===== config.mk =====
export PLATFORM = sky130hd
export DESIGN_NAME = pump_stage_sequencer
export DESIGN_NICKNAME = d
export VERILOG_FILES = /design/src/logic/stage_pkg.sv /design/src/logic/timer_if.sv /design/src/logic/interval_timer.sv /design/src/logic/pump_stage_sequencer.sv
export VERILOG_INCLUDE_DIRS = /design/src /design/src/logic
export SDC_FILE = /design/constraint.sdc
export NUM_CORES = 1
export LEC_CHECK = 0
export BUFFER_PORTS_ARGS = -buffer_cell sky130_fd_sc_hd__buf_2
export CORE_MARGIN = 2
export CORE_UTILIZATION = 50
export CTS_CLUSTER_SIZE = 28
export DETAILED_ROUTE_END_ITERATION = 8
export PLACE_DENSITY = 0.69
export SLEW_MARGIN = 20
export SYNTH_ARGS = -nofsm -noshare
export SYNTH_HDL_FRONTEND = slang
export SYNTH_SLANG_ARGS = --single-unit
export TNS_END_PERCENT = 20

===== constraint.sdc =====
create_clock -name clk -period 9.17 [get_ports clk]
set_input_delay 0.917 -clock clk [delete_from_list [all_inputs] [get_ports clk]]
set_output_delay 0.917 -clock clk [all_outputs]
set_load 0.005 [all_outputs]

===== src/logic/stage_params.svh =====
// constants of the pump staging sequencer: register indices, fields, resets, timing
// assumes a 25 MHz system clock; included by bare name
`ifndef STAGE_PARAMS_SVH
`define STAGE_PARAMS_SVH

// clock and timer tick
`define CLK_PERIOD_NS 40
`define TICK_PERIOD_NS 100000000
`define TICK_CYCLES (`TICK_PERIOD_NS / `CLK_PERIOD_NS)

// register indices; byte address is four times the index
`define IX_CTRL 4'h0
`define IX_SETPOINT 4'h1
`define IX_STAGE_LAG 4'h2
`define IX_DESTAGE_LAG 4'h3
`define IX_STAGE_DELAY 4'h4
`define IX_DESTAGE_DELAY 4'h5
`define IX_STAGE_TIME 4'h6
`define IX_DESTAGE_TIME 4'h7
`define IX_CYCLE_TIME 4'h8
`define IX_MIN_FREQ 4'h9
`define IX_MAX_FREQ 4'hA
`define IX_DESTAGE_WINDOW 4'hB
`define IX_BOOST 4'hC
`define IX_SPEED_CUT 4'hD
`define IX_STATUS 4'hE
`define NUM_CFG 14

// control register fields
`define CTRL_LAG_MSB 2
`define CTRL_LAG_LSB 0
`define CTRL_JOCKEY_BIT 3
`define MAX_LAG 3'h4

// status register fields
`define ST_RELAY_LSB 0
`define ST_MASTER_BIT 4
`define ST_PRIMARY_LSB 5
`define ST_LEVEL_LSB 8
`define ST_STATE_LSB 11

// reset values
`define CFG_RESET 24'h000000
`define PRDATA_RESET 32'h00000000
`define SPEED_RESET 16'h0000

`endif


===== src/logic/stage_pkg.sv =====
// types shared by the staging sequencer files
// assumes stage_params.svh supplies the numeric constants
package stage_pkg;
    // drive index: 0 is the master, 1..4 the relay-switched drives
    typedef logic [2:0] drive_t;

    // staging order with its length
    typedef struct packed {
        drive_t [4:0] slot;
        logic [2:0] len;
    } order_s;

    typedef enum logic [1:0] {
        ST_IDLE = 2'b00,
        ST_STAGE_HOLD = 2'b01,
        ST_DEST_RAISE = 2'b10,
        ST_DEST_HOLD = 2'b11
    } seq_state_e;
endpackage


===== src/logic/timer_if.sv =====
// carrier between the sequencer and one qualifying interval timer
// assumes the sequencer owns condition and limit, the timer answers done
`timescale 1ns/1ps
interface timer_if;
    logic run;
    logic [23:0] limit;
    logic done;
    modport owner (output run, output limit, input done);
    modport timer (input run, input limit, output done);
endinterface


===== src/logic/interval_timer.sv =====
// interval timer counting shared ticks while its condition holds
// assumes a one-cycle tick pulse from the sequencer's prescaler
`timescale 1ns/1ps
module interval_timer (
    // clock and reset
    input wire logic clk,
    input wire logic nrst,
    // shared tick
    input wire logic tick,
    // owner side
    timer_if.timer tif
);
    logic [23:0] count_reg;

    // any lapse of the condition restarts the count from zero
    always_ff @(posedge clk) begin
        if (!nrst) begin
            count_reg <= 24'h000000;
        end else if (!tif.run) begin
            count_reg <= 24'h000000;
        end else if (tick && count_reg < tif.limit) begin
            count_reg <= count_reg + 24'h000001;
        end
    end

    // compare with >= so that lowering the limit mid-count still ends it
    assign tif.done = tif.run && (count_reg >= tif.limit);
endmodule // interval_timer


===== src/logic/pump_stage_sequencer.sv =====
// pump staging sequencer: lead/lag and multiplex relay staging with speed overrides
// assumes an APB master, synchronous process inputs and a 25 MHz clock
//
// Overview of operation
// - no staging unless lag count nonzero
// - plain mode stages relays ascending from one
// - stage needs value at or below setpoint-lag
// - stage also needs stage delay elapsed
// - destage needs value high and delay elapsed
// - destage needs frequency inside minimum window
// - raise speed before releasing the relay
// - hold boost for destage time after release
// - after boost return to pressure loop
// - relays one to N serve staging
// - multiplex needs lag count and cycle time
// - multiplex requests slaves by closing relays
// - rotate primary each cycle time, wrapping
// - master stages second when not primary
// - order: primary, master, then cyclic slaves
// - destaging walks the order in reverse
// - primary drive skips the stage delay
// - staging cuts speed to max minus cut
// - staging overrides other relay functions
// - jockey relay one skipped, never primary
//
// The implementer's own choices: register access over APB and the address map.
`timescale 1ns/1ps
`include "stage_params.svh"
module pump_stage_sequencer #(
    parameter int unsigned TICK_CYCLES = `TICK_CYCLES
) (
    // clock and reset
    input wire logic clk,
    input wire logic nrst,
    // apb slave
    input wire logic [7:0] paddr,
    input wire logic psel,
    input wire logic penable,
    input wire logic pwrite,
    input wire logic [31:0] pwdata,
    output logic [31:0] prdata,
    output logic pready,
    output logic pslverr,
    // process measurements
    input wire logic [15:0] process_value,
    input wire logic [15:0] master_freq,
    // drive outputs
    output logic [3:0] relay,
    output logic master_run,
    output logic speed_override,
    output logic [15:0] speed_target
);
    import stage_pkg::*;

    logic [23:0] cfg_reg [`NUM_CFG];
    logic [31:0] prdata_reg;
    logic [31:0] tick_cnt_reg;
    logic tick;
    seq_state_e state_reg;
    seq_state_e state_next;
    logic [2:0] level_reg;
    drive_t primary_reg;
    logic [3:0] relay_reg;
    logic master_run_reg;
    logic override_reg;
    logic [15:0] speed_reg;
    logic [2:0] lag_n;
    logic jockey;
    logic stage_en;
    logic mux_on;
    logic below;
    logic above;
    logic in_window;
    logic stage_go;
    logic dest_go;
    logic rot_take;
    logic rot_hit_reg;
    logic [16:0] stage_cut;
    logic [16:0] boost_sum;
    logic [15:0] process_setpoint;
    logic [15:0] addition_speed_cut;
    logic [3:0] idx;
    logic addr_ok;
    order_s ord;
    drive_t next_primary;
    timer_if t_stage ();
    timer_if t_dest ();
    timer_if t_hold ();
    timer_if t_rot ();

    // configuration fields
    assign lag_n = cfg_reg[`IX_CTRL][`CTRL_LAG_MSB:`CTRL_LAG_LSB];
    assign jockey = cfg_reg[`IX_CTRL][`CTRL_JOCKEY_BIT];
    assign process_setpoint = cfg_reg[`IX_SETPOINT][15:0];
    assign addition_speed_cut = cfg_reg[`IX_SPEED_CUT][15:0];
    assign stage_en = (lag_n != 3'h0);
    assign mux_on = stage_en && (cfg_reg[`IX_CYCLE_TIME] != 24'h000000);

    // apb decode: word aligned, indices up to status
    assign idx = paddr[5:2];
    assign addr_ok = (paddr[1:0] == 2'h0) && (paddr[7:6] == 2'h0) && (idx <= `IX_STATUS);
    assign pready = 1'b1;
    assign pslverr = psel && penable && !addr_ok;
    assign prdata = prdata_reg;

    // register writes take effect in the access phase; lag count saturates at four
    always_ff @(posedge clk) begin
        if (!nrst) begin
            for (int i = 0; i < `NUM_CFG; i++) begin
                cfg_reg[i] <= `CFG_RESET;
            end
        end else if (psel && penable && pwrite && addr_ok && idx != `IX_STATUS) begin
            if (idx == `IX_CTRL && pwdata[`CTRL_LAG_MSB:`CTRL_LAG_LSB] > `MAX_LAG) begin
                cfg_reg[idx] <= {pwdata[23:3], `MAX_LAG};
            end else begin
                cfg_reg[idx] <= pwdata[23:0];
            end
        end
    end

    // read data is captured in the setup phase so it comes from a flip-flop
    always_ff @(posedge clk) begin
        if (!nrst) begin
            prdata_reg <= `PRDATA_RESET;
        end else if (psel && !penable) begin
            if (!addr_ok) begin
                prdata_reg <= `PRDATA_RESET;
            end else if (idx == `IX_STATUS) begin
                prdata_reg <= {19'h00000, state_reg, level_reg, primary_reg,
                               master_run_reg, relay_reg};
            end else begin
                prdata_reg <= {8'h00, cfg_reg[idx]};
            end
        end
    end

    // tick prescaler shared by all interval timers
    always_ff @(posedge clk) begin
        if (!nrst || tick) begin
            tick_cnt_reg <= 32'h00000000;
        end else begin
            tick_cnt_reg <= tick_cnt_reg + 32'h00000001;
        end
    end
    assign tick = (tick_cnt_reg == TICK_CYCLES - 1);

    // staging order: primary, master second, then slaves cyclic after primary
    function automatic order_s build_order(input logic [2:0] n, input drive_t p,
                                           input logic jk, input logic mx);
        order_s o;
        logic [3:0] t;
        o.slot = '0;
        o.len = 3'h0;
        t = 4'h0;
        if (mx) begin
            o.slot[o.len] = p;
            o.len = o.len + 3'h1;
            if (p != 3'h0) begin
                o.slot[o.len] = 3'h0;
                o.len = o.len + 3'h1;
            end
        end
        for (int k = 1; k <= 4; k++) begin
            t = (mx && p != 3'h0) ? 4'({1'b0, p}) + 4'(k) : 4'(k);
            if (t > {1'b0, n}) begin
                t = t - {1'b0, n};
            end
            // plain mode walks relays upward from the first; jockey relay left out
            if (k <= n && !(mx && t[2:0] == p) && !(jk && t[2:0] == 3'h1)) begin
                o.slot[o.len] = t[2:0];
                o.len = o.len + 3'h1;
            end
        end
        return o;
    endfunction

    assign ord = build_order(lag_n, primary_reg, jockey, mux_on);

    // threshold comparisons in 17 bits so lags never wrap
    assign below = ({1'b0, process_value} + {1'b0, cfg_reg[`IX_STAGE_LAG][15:0]})
                   <= {1'b0, process_setpoint};
    assign above = {1'b0, process_value} >=
                   ({1'b0, process_setpoint} + {1'b0, cfg_reg[`IX_DESTAGE_LAG][15:0]});
    assign in_window = (master_freq >= cfg_reg[`IX_MIN_FREQ][15:0]) &&
                       ({1'b0, master_freq} <= ({1'b0, cfg_reg[`IX_MIN_FREQ][15:0]} +
                       {1'b0, cfg_reg[`IX_DESTAGE_WINDOW][15:0]}));

    // stage and destage delay timers run only while idle and the condition holds; the hold timer runs in both hold states
    assign t_stage.run = stage_en && below && state_reg == ST_IDLE;
    assign t_stage.limit = cfg_reg[`IX_STAGE_DELAY];
    assign t_dest.run = stage_en && above && in_window && state_reg == ST_IDLE;
    assign t_dest.limit = cfg_reg[`IX_DESTAGE_DELAY];
    assign t_hold.run = (state_reg == ST_STAGE_HOLD) || (state_reg == ST_DEST_HOLD);
    assign t_hold.limit = (state_reg == ST_STAGE_HOLD) ? cfg_reg[`IX_STAGE_TIME]
                                                       : cfg_reg[`IX_DESTAGE_TIME];
    // rotation timer rests one cycle after each step; a combinational rest would loop
    always_ff @(posedge clk) begin
        rot_hit_reg <= nrst && rot_take;
    end
    assign t_rot.run = mux_on && !rot_hit_reg;
    assign t_rot.limit = cfg_reg[`IX_CYCLE_TIME];

    interval_timer stage_delay_timer (.clk(clk), .nrst(nrst), .tick(tick), .tif(t_stage));
    interval_timer destage_delay_timer (.clk(clk), .nrst(nrst), .tick(tick), .tif(t_dest));
    interval_timer hold_timer (.clk(clk), .nrst(nrst), .tick(tick), .tif(t_hold));
    interval_timer rotation_timer (.clk(clk), .nrst(nrst), .tick(tick), .tif(t_rot));

    // request decisions; the primary of a multiplex set skips the delay
    assign stage_go = stage_en && below && level_reg < ord.len &&
                      (t_stage.done || (mux_on && level_reg == 3'h0));
    assign dest_go = !stage_go && level_reg != 3'h0 && t_dest.done;
    assign rot_take = state_reg == ST_IDLE && t_rot.done;

    // sequencer state: a new request is looked at only from idle
    always_comb begin
        state_next = state_reg;
        unique case (state_reg)
            ST_IDLE: begin
                if (stage_go) begin
                    state_next = ST_STAGE_HOLD;
                end else if (dest_go) begin
                    state_next = ST_DEST_RAISE;
                end
            end
            ST_STAGE_HOLD: begin
                if (t_hold.done) begin
                    state_next = ST_IDLE;
                end
            end
            ST_DEST_RAISE: begin
                state_next = ST_DEST_HOLD;
            end
            ST_DEST_HOLD: begin
                if (t_hold.done) begin
                    state_next = ST_IDLE;
                end
            end
        endcase
    end

    always_ff @(posedge clk) begin
        if (!nrst) begin
            state_reg <= ST_IDLE;
        end else begin
            state_reg <= state_next;
        end
    end

    // staged depth; release happens one cycle after the boost took hold
    always_ff @(posedge clk) begin
        if (!nrst || !stage_en) begin
            level_reg <= 3'h0;
        end else if (state_reg == ST_IDLE && stage_go) begin
            level_reg <= level_reg + 3'h1;
        end else if (state_reg == ST_DEST_RAISE) begin
            level_reg <= level_reg - 3'h1;
        end else if (state_reg == ST_IDLE && level_reg > ord.len) begin
            level_reg <= ord.len; // shrunk configuration drops the excess drives
        end
    end

    // primary rotation, wrapping after the last slave; jockey never primary
    always_comb begin
        next_primary = (primary_reg >= lag_n) ? 3'h0 : primary_reg + 3'h1;
        if (jockey && next_primary == 3'h1) begin
            next_primary = (lag_n >= 3'h2) ? 3'h2 : 3'h0;
        end
    end

    always_ff @(posedge clk) begin
        if (!nrst || !mux_on) begin
            primary_reg <= 3'h0;
        end else if (rot_take) begin
            primary_reg <= next_primary;
        end
    end

    // relay per drive: closed while the drive sits in the staged part of the order
    generate
        for (genvar g = 0; g < 4; g++) begin : relay_gen
            logic member;
            always_comb begin
                member = 1'b0;
                for (int i = 0; i < 5; i++) begin
                    if (3'(i) < level_reg && ord.slot[i] == 3'(g + 1)) begin
                        member = 1'b1;
                    end
                end
            end
            // staging owns the relay outright, other relay uses have no path here
            always_ff @(posedge clk) begin
                if (!nrst) begin
                    relay_reg[g] <= 1'b0;
                end else begin
                    relay_reg[g] <= stage_en && member;
                end
            end
        end
    endgenerate

    // master runs always in plain mode, in multiplex only once staged
    always_ff @(posedge clk) begin
        if (!nrst) begin
            master_run_reg <= 1'b1;
        end else if (!mux_on) begin
            master_run_reg <= 1'b1;
        end else begin
            master_run_reg <= (ord.slot[0] == 3'h0 && level_reg != 3'h0) ||
                              (ord.slot[1] == 3'h0 && level_reg > 3'h1);
        end
    end

    // speed override targets, saturating at both ends
    assign stage_cut = {1'b0, cfg_reg[`IX_MAX_FREQ][15:0]} - {1'b0, addition_speed_cut};
    assign boost_sum = {1'b0, master_freq} + {1'b0, cfg_reg[`IX_BOOST][15:0]};

    always_ff @(posedge clk) begin
        if (!nrst) begin
            speed_reg <= `SPEED_RESET;
            override_reg <= 1'b0;
        end else begin
            override_reg <= state_next != ST_IDLE;
            if (state_reg == ST_IDLE && stage_go) begin
                speed_reg <= stage_cut[16] ? 16'h0000 : stage_cut[15:0];
            end else if (state_reg == ST_IDLE && dest_go) begin
                speed_reg <= boost_sum[16] ? 16'hFFFF : boost_sum[15:0];
            end
        end
    end

    assign relay = relay_reg;
    assign master_run = master_run_reg;
    assign speed_override = override_reg;
    assign speed_target = speed_reg;
endmodule // pump_stage_sequencer


# Word-level counts from Yosys, hierarchy flattened

Memories as Yosys holds them, arrays and structs flattened.
Index checks and enable logic that the tools add are counted.

Add/subtract/negate cells: 25
$lt $le $gt $ge: 40
Equal/unequal tests: 35
Multiplexer cells: 76
Bitwise operators: 1
Reduce and logical (&&, ||, !) cells: 125

Operators by type and width:

| cell                                                              | count |
|---|---|
| 24-bit two-way mux                                                | 5 |
| 24-bit by 1-bit adder with 24-bit output, second input constant   | 4 |
| 24-bit >= comparator                                              | 4 |
| 24-bit < comparator                                               | 4 |
| 1-bit logical AND                                                 | 83 |
| 18-bit two-way mux                                                | 4 |
| 16-bit by 16-bit adder with 17-bit output                         | 4 |
| 16-bit two-way mux                                                | 4 |
| 15-bit bitwise mux                                                | 4 |
| 3-bit two-way mux                                                 | 13 |
| 3-bit demux with 3-bit select                                     | 4 |
| 32-bit by 1-bit adder with 32-bit output, second input constant   | 1 |
| 32-bit by 22-bit == test with 1-bit output, second input constant | 1 |
| 3-bit by 1-bit == test with 1-bit output, second input constant   | 10 |
| 3-bit by 2-bit == test with 1-bit output, second input constant   | 10 |
| 1-bit two-way mux                                                 | 30 |
| 24-bit nonzero test                                               | 1 |
| 24-bit OR reduction                                               | 1 |
| 4-bit two-way mux                                                 | 5 |
| 3-bit by 1-bit adder with 3-bit output, second input constant     | 6 |
| 16-bit by 17-bit >= comparator with 1-bit output                  | 1 |
| 16-bit by 17-bit <= comparator with 1-bit output                  | 1 |
| 17-bit by 16-bit <= comparator with 1-bit output                  | 1 |
| 16-bit by 16-bit subtractor with 17-bit output                    | 1 |
| other kinds (41)                                                  | 100 |

Bits in registers: 191
Bits in writable memories: 336
Input port bits: 77
Output and inout port bits: 56
Logic and storage cells: 320
Memories: 1

Memories:

| name    | words | bits a word | rd ports | clocked after Yosys merged registers in | wr ports | RTL line                   | source |
|---|---|---|---|---|---|---|---|
| cfg_reg | 14    | 24          | 15       | 0                                       | 14       | pump_stage_sequencer.sv:55 | `` logic [23:0] cfg_reg [`NUM_CFG]; `` |

# Longest topological paths before layout

An unclocked memory read counts as a cell.

Word-level depth: 41
Mapped depth: 38
Mapped depth without buffers: 34

# Hierarchy

From an unflattened synthesis, not the netlist that was laid out.

Cell total of the unflattened synthesis: 3558
Area total of the unflattened synthesis: 36859.1 sq um

Modules (own cells, without submodules):

| module               | instances | cells each | area an instance (sq um) | sequential area each (sq um) |
|---|---|---|---|---|
| pump_stage_sequencer | 1         | 2498       | 28010.6                  | 12882.4 |
| interval_timer       | 4         | 265        | 2212.1                   | 480.5 |

# Least setup slack after synthesis

No wires, ideal clock.

Path kind: reg2reg
Start: register primary_reg[1]
End: register speed_reg[15] (netlist: speed_target[15])
Setup time: 119 ps
Data arrival time: 7383 ps
Data required time: 9051 ps
Setup slack: 1668 ps
Stages on the path, launching flop included: 39
Path buffers: 5
Clock period less this slack: 7502 ps
Cell sequence: dfxtp_1 -> clkbuf_1 -> inv_1 -> ha_1 -> nor2b_1 -> buf_2 -> nor2_1 -> a21boi_1 -> clkbuf_1 -> nand2_1 -> inv_1 -> fa_1 -> nor2b_1 -> o22ai_1 -> a222oi_1 -> o21ai_0 -> a32oi_1 -> a21oi_1 -> [... 3 more ...] -> nor3_4 -> inv_1 -> ha_1 -> inv_1 -> a21oi_1 -> and4b_1 -> a211o_1 -> ha_1 -> nor2b_1 -> o21ai_0 -> nand2b_1 -> nor2_1 -> a21oi_1 -> nor3b_1 -> nand2_1 -> clkbuf_1 -> nand2_1 -> o221a_2

Cells in the longest elaborated chain, start to end: 25
Elaborated cells between the ends (all ways): 74
Those cells by class: add/sub: 12; order compare: 5; eq/ne: 8; mux: 15; reduce/logical: 34

Ends and longest elaborated chain:

| item                                                                                            | RTL line                    | source |
|---|---|---|
| start: declaration                                                                              | pump_stage_sequencer.sv:62  | `drive_t primary_reg;` |
| start signal: assignment                                                                        | pump_stage_sequencer.sv:274 | `primary_reg <= next_primary;` |
| parallel branches: the longest is 16 deep, another holds 3-bit by 1-bit adder with 4-bit output | -                           |  |
| 18-bit two-way mux *                                                                            | pump_stage_sequencer.sv:169 | `if (k <= n && !(mx && t[2:0] == p) && !(jk && t[2:0] == 3'h1)) begin` |
| 3-bit < comparator *                                                                            | pump_stage_sequencer.sv:209 | `assign stage_go = stage_en && below && level_reg < ord.len &&` |
| 1-bit logical AND * (2 in series)                                                               | pump_stage_sequencer.sv:209 |  |
| 1-bit logical NOT                                                                               | pump_stage_sequencer.sv:211 | `assign dest_go = !stage_go && level_reg != 3'h0 && t_dest.done;` |
| 1-bit logical AND (2 in series)                                                                 | pump_stage_sequencer.sv:211 |  |
| 1-bit logical AND                                                                               | pump_stage_sequencer.sv:325 | `end else if (state_reg == ST_IDLE && dest_go) begin` |
| 2-bit nonzero test (no line)                                                                    | -                           |  |
| end signal: assignment                                                                          | pump_stage_sequencer.sv:319 | `` speed_reg <= `SPEED_RESET; `` |
| end signal: assignment                                                                          | pump_stage_sequencer.sv:324 | `speed_reg <= stage_cut[16] ? 16'h0000 : stage_cut[15:0];` |
| end signal: assignment                                                                          | pump_stage_sequencer.sv:326 | `speed_reg <= boost_sum[16] ? 16'hFFFF : boost_sum[15:0];` |
| end: declaration                                                                                | pump_stage_sequencer.sv:66  | `logic [15:0] speed_reg;` |

Mark *: on every way between the ends.
A chain may end at the register's enable or synchronous reset.

# Worst setup path in the final report

Start: register primary_reg[0]
End: register speed_reg[6] (netlist: speed_target[6])

The elaborated chain is that of the path after synthesis.

==> results_dict.tcl <==
set metrics [dict create \
    track_usage_pct 27.7 \
    cp.buffers_inverters 6 \
    crit_family "simple AND/OR/NAND/NOR gates" \
    drtAntennaViolNets 0 \
    async_flop_share_pct 0 \
    r2r_start "primary_reg[0]" \
    min_to "prdata[10]" \
    nets 3712 \
    layout_commonest_cell "edfxtp_1" \
    clkLatencyLatePin_ns 0.66 \
    ys_seq_area_share_pct 43.3 \
    grt_overflow 0 \
    status "finished, final reports clean" \
    clk_pin_slew_ns 0.07 \
    avgSynthCellArea_um2 10.5 \
    r2r-end "speed_target[6]" \
    num_vias 25700 \
    cp.depth 36 \
    root_buffer "clkbuf_16" \
    core_um2 68300 \
    grt_pass1_vias 24500 \
    multi_input_area_um2 18200 \
    clockBufferDepth 3 \
    reg2regPathDepth 36 \
    rows 96 \
    whs_path_depth 2 \
    yosys.cell_types.count 95 \
    finalSetupTns_ns 0 \
    leakage_nw 15.9 \
    antenna_found_initial 6 \
    r2r_slack_ns 0.78 \
    grt_max_degree 93 \
    yosys_warnings 0 \
    synth-edff-count 373 \
    regArea_um2 14900 \
    fin_hold_ws_ns 0.447 \
    cts_made_buffers 60 \
    min-delay-start "prdata[10]" \
    ios 133 \
    slew_headroom_pct 25.6 \
    powerDensity_nw_per_um2 172 \
    ctsResizeCount 0 \
    start_util_pct 50.3 \
    drtIter0Drc 2647 \
    cap_violations 0 \
    final_layout_size_suffix_gt1_share_pct 13.2 \
    place_congestion 0.946 \
    wl_per_cell_um 22.9 \
    ys_ff_latch 556 \
    fmax_mhz 119 \
    crit_type "flop to flop" \
    cts_tree "built" \
    rsz0062_at_grt "false" \
    hold_buffers 0 \
    drc_errors 0 \
    slowest_delay_ns 0.74 \
    syn_area_um2 34300 \
    drtPass1Iterations 5 \
    numPortBuffers 115 \
    grt_pass1_wl_um 149000 \
    worstMarginPinSlew_ns 1.11 \
    hpwl_um 70800 \
    synth-main-ff-cell "edfxtp_1" \
    min_period_over_period_pct 91.5 \
    die_h_um 266 \
    end_kind "flop" \
    crit_fanout 24 \
    cp_data_arrival_time_ns 8.93 \
    critPathSlowestCell "a21oi_1" \
    via_per_inst 5.98 \
    post_cts_buffers 0 \
    largest_reg_flops 373 \
    vdd_drop_max_v 0.000148 \
    drt-total-wl_um 98400 \
    fin_skew_ns 0.0578 \
    min_period_ns 8.39 \
    hold_violations 0 \
    slew_violations 0 \
    min_path_type "flop to flop" \
    syn2layout_area_growth_pct 10.6 \
    fill_cells 5817 \
    cts_htree_levels 2 \
    fp.dieW_um 266 \
    cp-start-kind "flop" \
    dieArea_um2 70800 \
    required_ns 9.71 \
    cts.sinks 556 \
    final_cell_mix "373 x edfxtp_1, 290 x and3_1, 272 x ha_1" \
    setup_viol 0 \
    total_power_mw 6.52 \
    synth_cells 3257 \
]
power breakdown:
group | leakage [nW] | switching, mW | internal [mW] | total, mW
combinational | 9.90 | 0.732 | 0.476 | 1.21
sequential | 5.03 | 0.0883 | 2.79 | 2.88
clock | 0.994 | 1.05 | 1.38 | 2.44
tightest hold or removal path, stage by stage, from the launching register on:
cell and delay [ns]:
dfxtp_1 0.30, nand2_1 0.05, a21oi_1 0.05
kinds of logic after synthesis:
| kind of cell | Yosys count | share of synthesized area (%) |
|---|---|---|
| muxes | 175 | 9.21 |
| xor gates and xnor gates | 183 | 4.67 |
| adders and majority gates | 280 | 10.4 |
| DFF | 556 | 43.3 |
| AOI/OAI and AO/OA | 541 | 10.7 |
| other | 2 | 0.0219 |
| buffers and inverters | 389 | 4.39 |
| and+or+nand+nor | 1131 | 17.4 |
synth_stat cells (9+ instances only):
cell       number  share of area, %
a21o_1         53               1.2
a21oi_1       162               2.4
a22oi_1        14              0.31
a31oi_1        15              0.27
and2_1         78               1.4
and3_1        290               5.3
buf_1          12              0.13
buf_4           9              0.20
clkbuf_1      150               1.6
dfxtp_1       183                11
edfxtp_1      373                33
ha_1          272               9.9
inv_1         210               2.3
mux2_2         18              0.59
mux2i_1        43               1.3
mux4_2        109               7.1
nand2_1       182               2.0
nand2b_1       23              0.42
nand3_1        58              0.85
nand4_1        56               1.0
nor2_1        249               2.7
nor2b_1        40              0.73
nor3_1         61              0.89
nor4_1         19              0.35
o2111ai_1      12              0.31
o21a_1         57               1.2
o21ai_0        75               1.1
o21bai_1       29              0.63
o22a_1         17              0.43
o22ai_1        15              0.27
or2_2           9              0.16
or3_1          28              0.51
xnor2_1        91               2.3
xor2_1         92               2.3
per-layer routing:
| metal | wire length (µm) | GRT usage, % | vias up |
|---|---|---|---|
| met2 | 46100 | 45.3 | 986 |
| met3 | 7800 | 4.59 | 176 |
| met1 | 40800 | 37.2 | 12400 |
| li1 | - | - | 12100 |
| met5 | 12 | 0 | - |
| met4 | 3660 | 10.4 | 2 |
worst max-delay path by stage:
| stage | from | end |
|---|---|---|
| finish | primary_reg[0] | speed_target[6] |
| CTS | primary_reg[0] | speed_target[6] |
| global placement | primary_reg[0] | speed_target[11] |
| detailed placement | primary_reg[0] | speed_target[6] |
| floorplan | primary_reg[1] | speed_target[15] |
| global route | primary_reg[0] | speed_target[8] |
area by class of cell:
class	count	area share [%]
antenna	1	0.00659
clock inverter	29	0.639
tap	882	2.91
sequential	556	39.1
timing repair buffer	170	2.67
inverter	211	2.09
clock buffer	85	4.58
multi-input combinational	2356	48.0
stage by stage:
stage / setup slack, ns / std cells / area (µm²) / utilization [%]
2_1_floorplan: 1.67 / 3301 / 34500 / -
6_report: 0.777 / 4290 / 38000 / 55.6
5_1_grt: 0.220 / 4289 / 38000 / 55.6
3_3_place_gp: 1.01 / 4174 / 36000 / 52.6
3_5_place_dp: 0.989 / 4174 / 36000 / 52.6
4_1_cts: 0.948 / 4288 / 37900 / 55.5
Note: power is estimated with default switching activity, not from simulation.
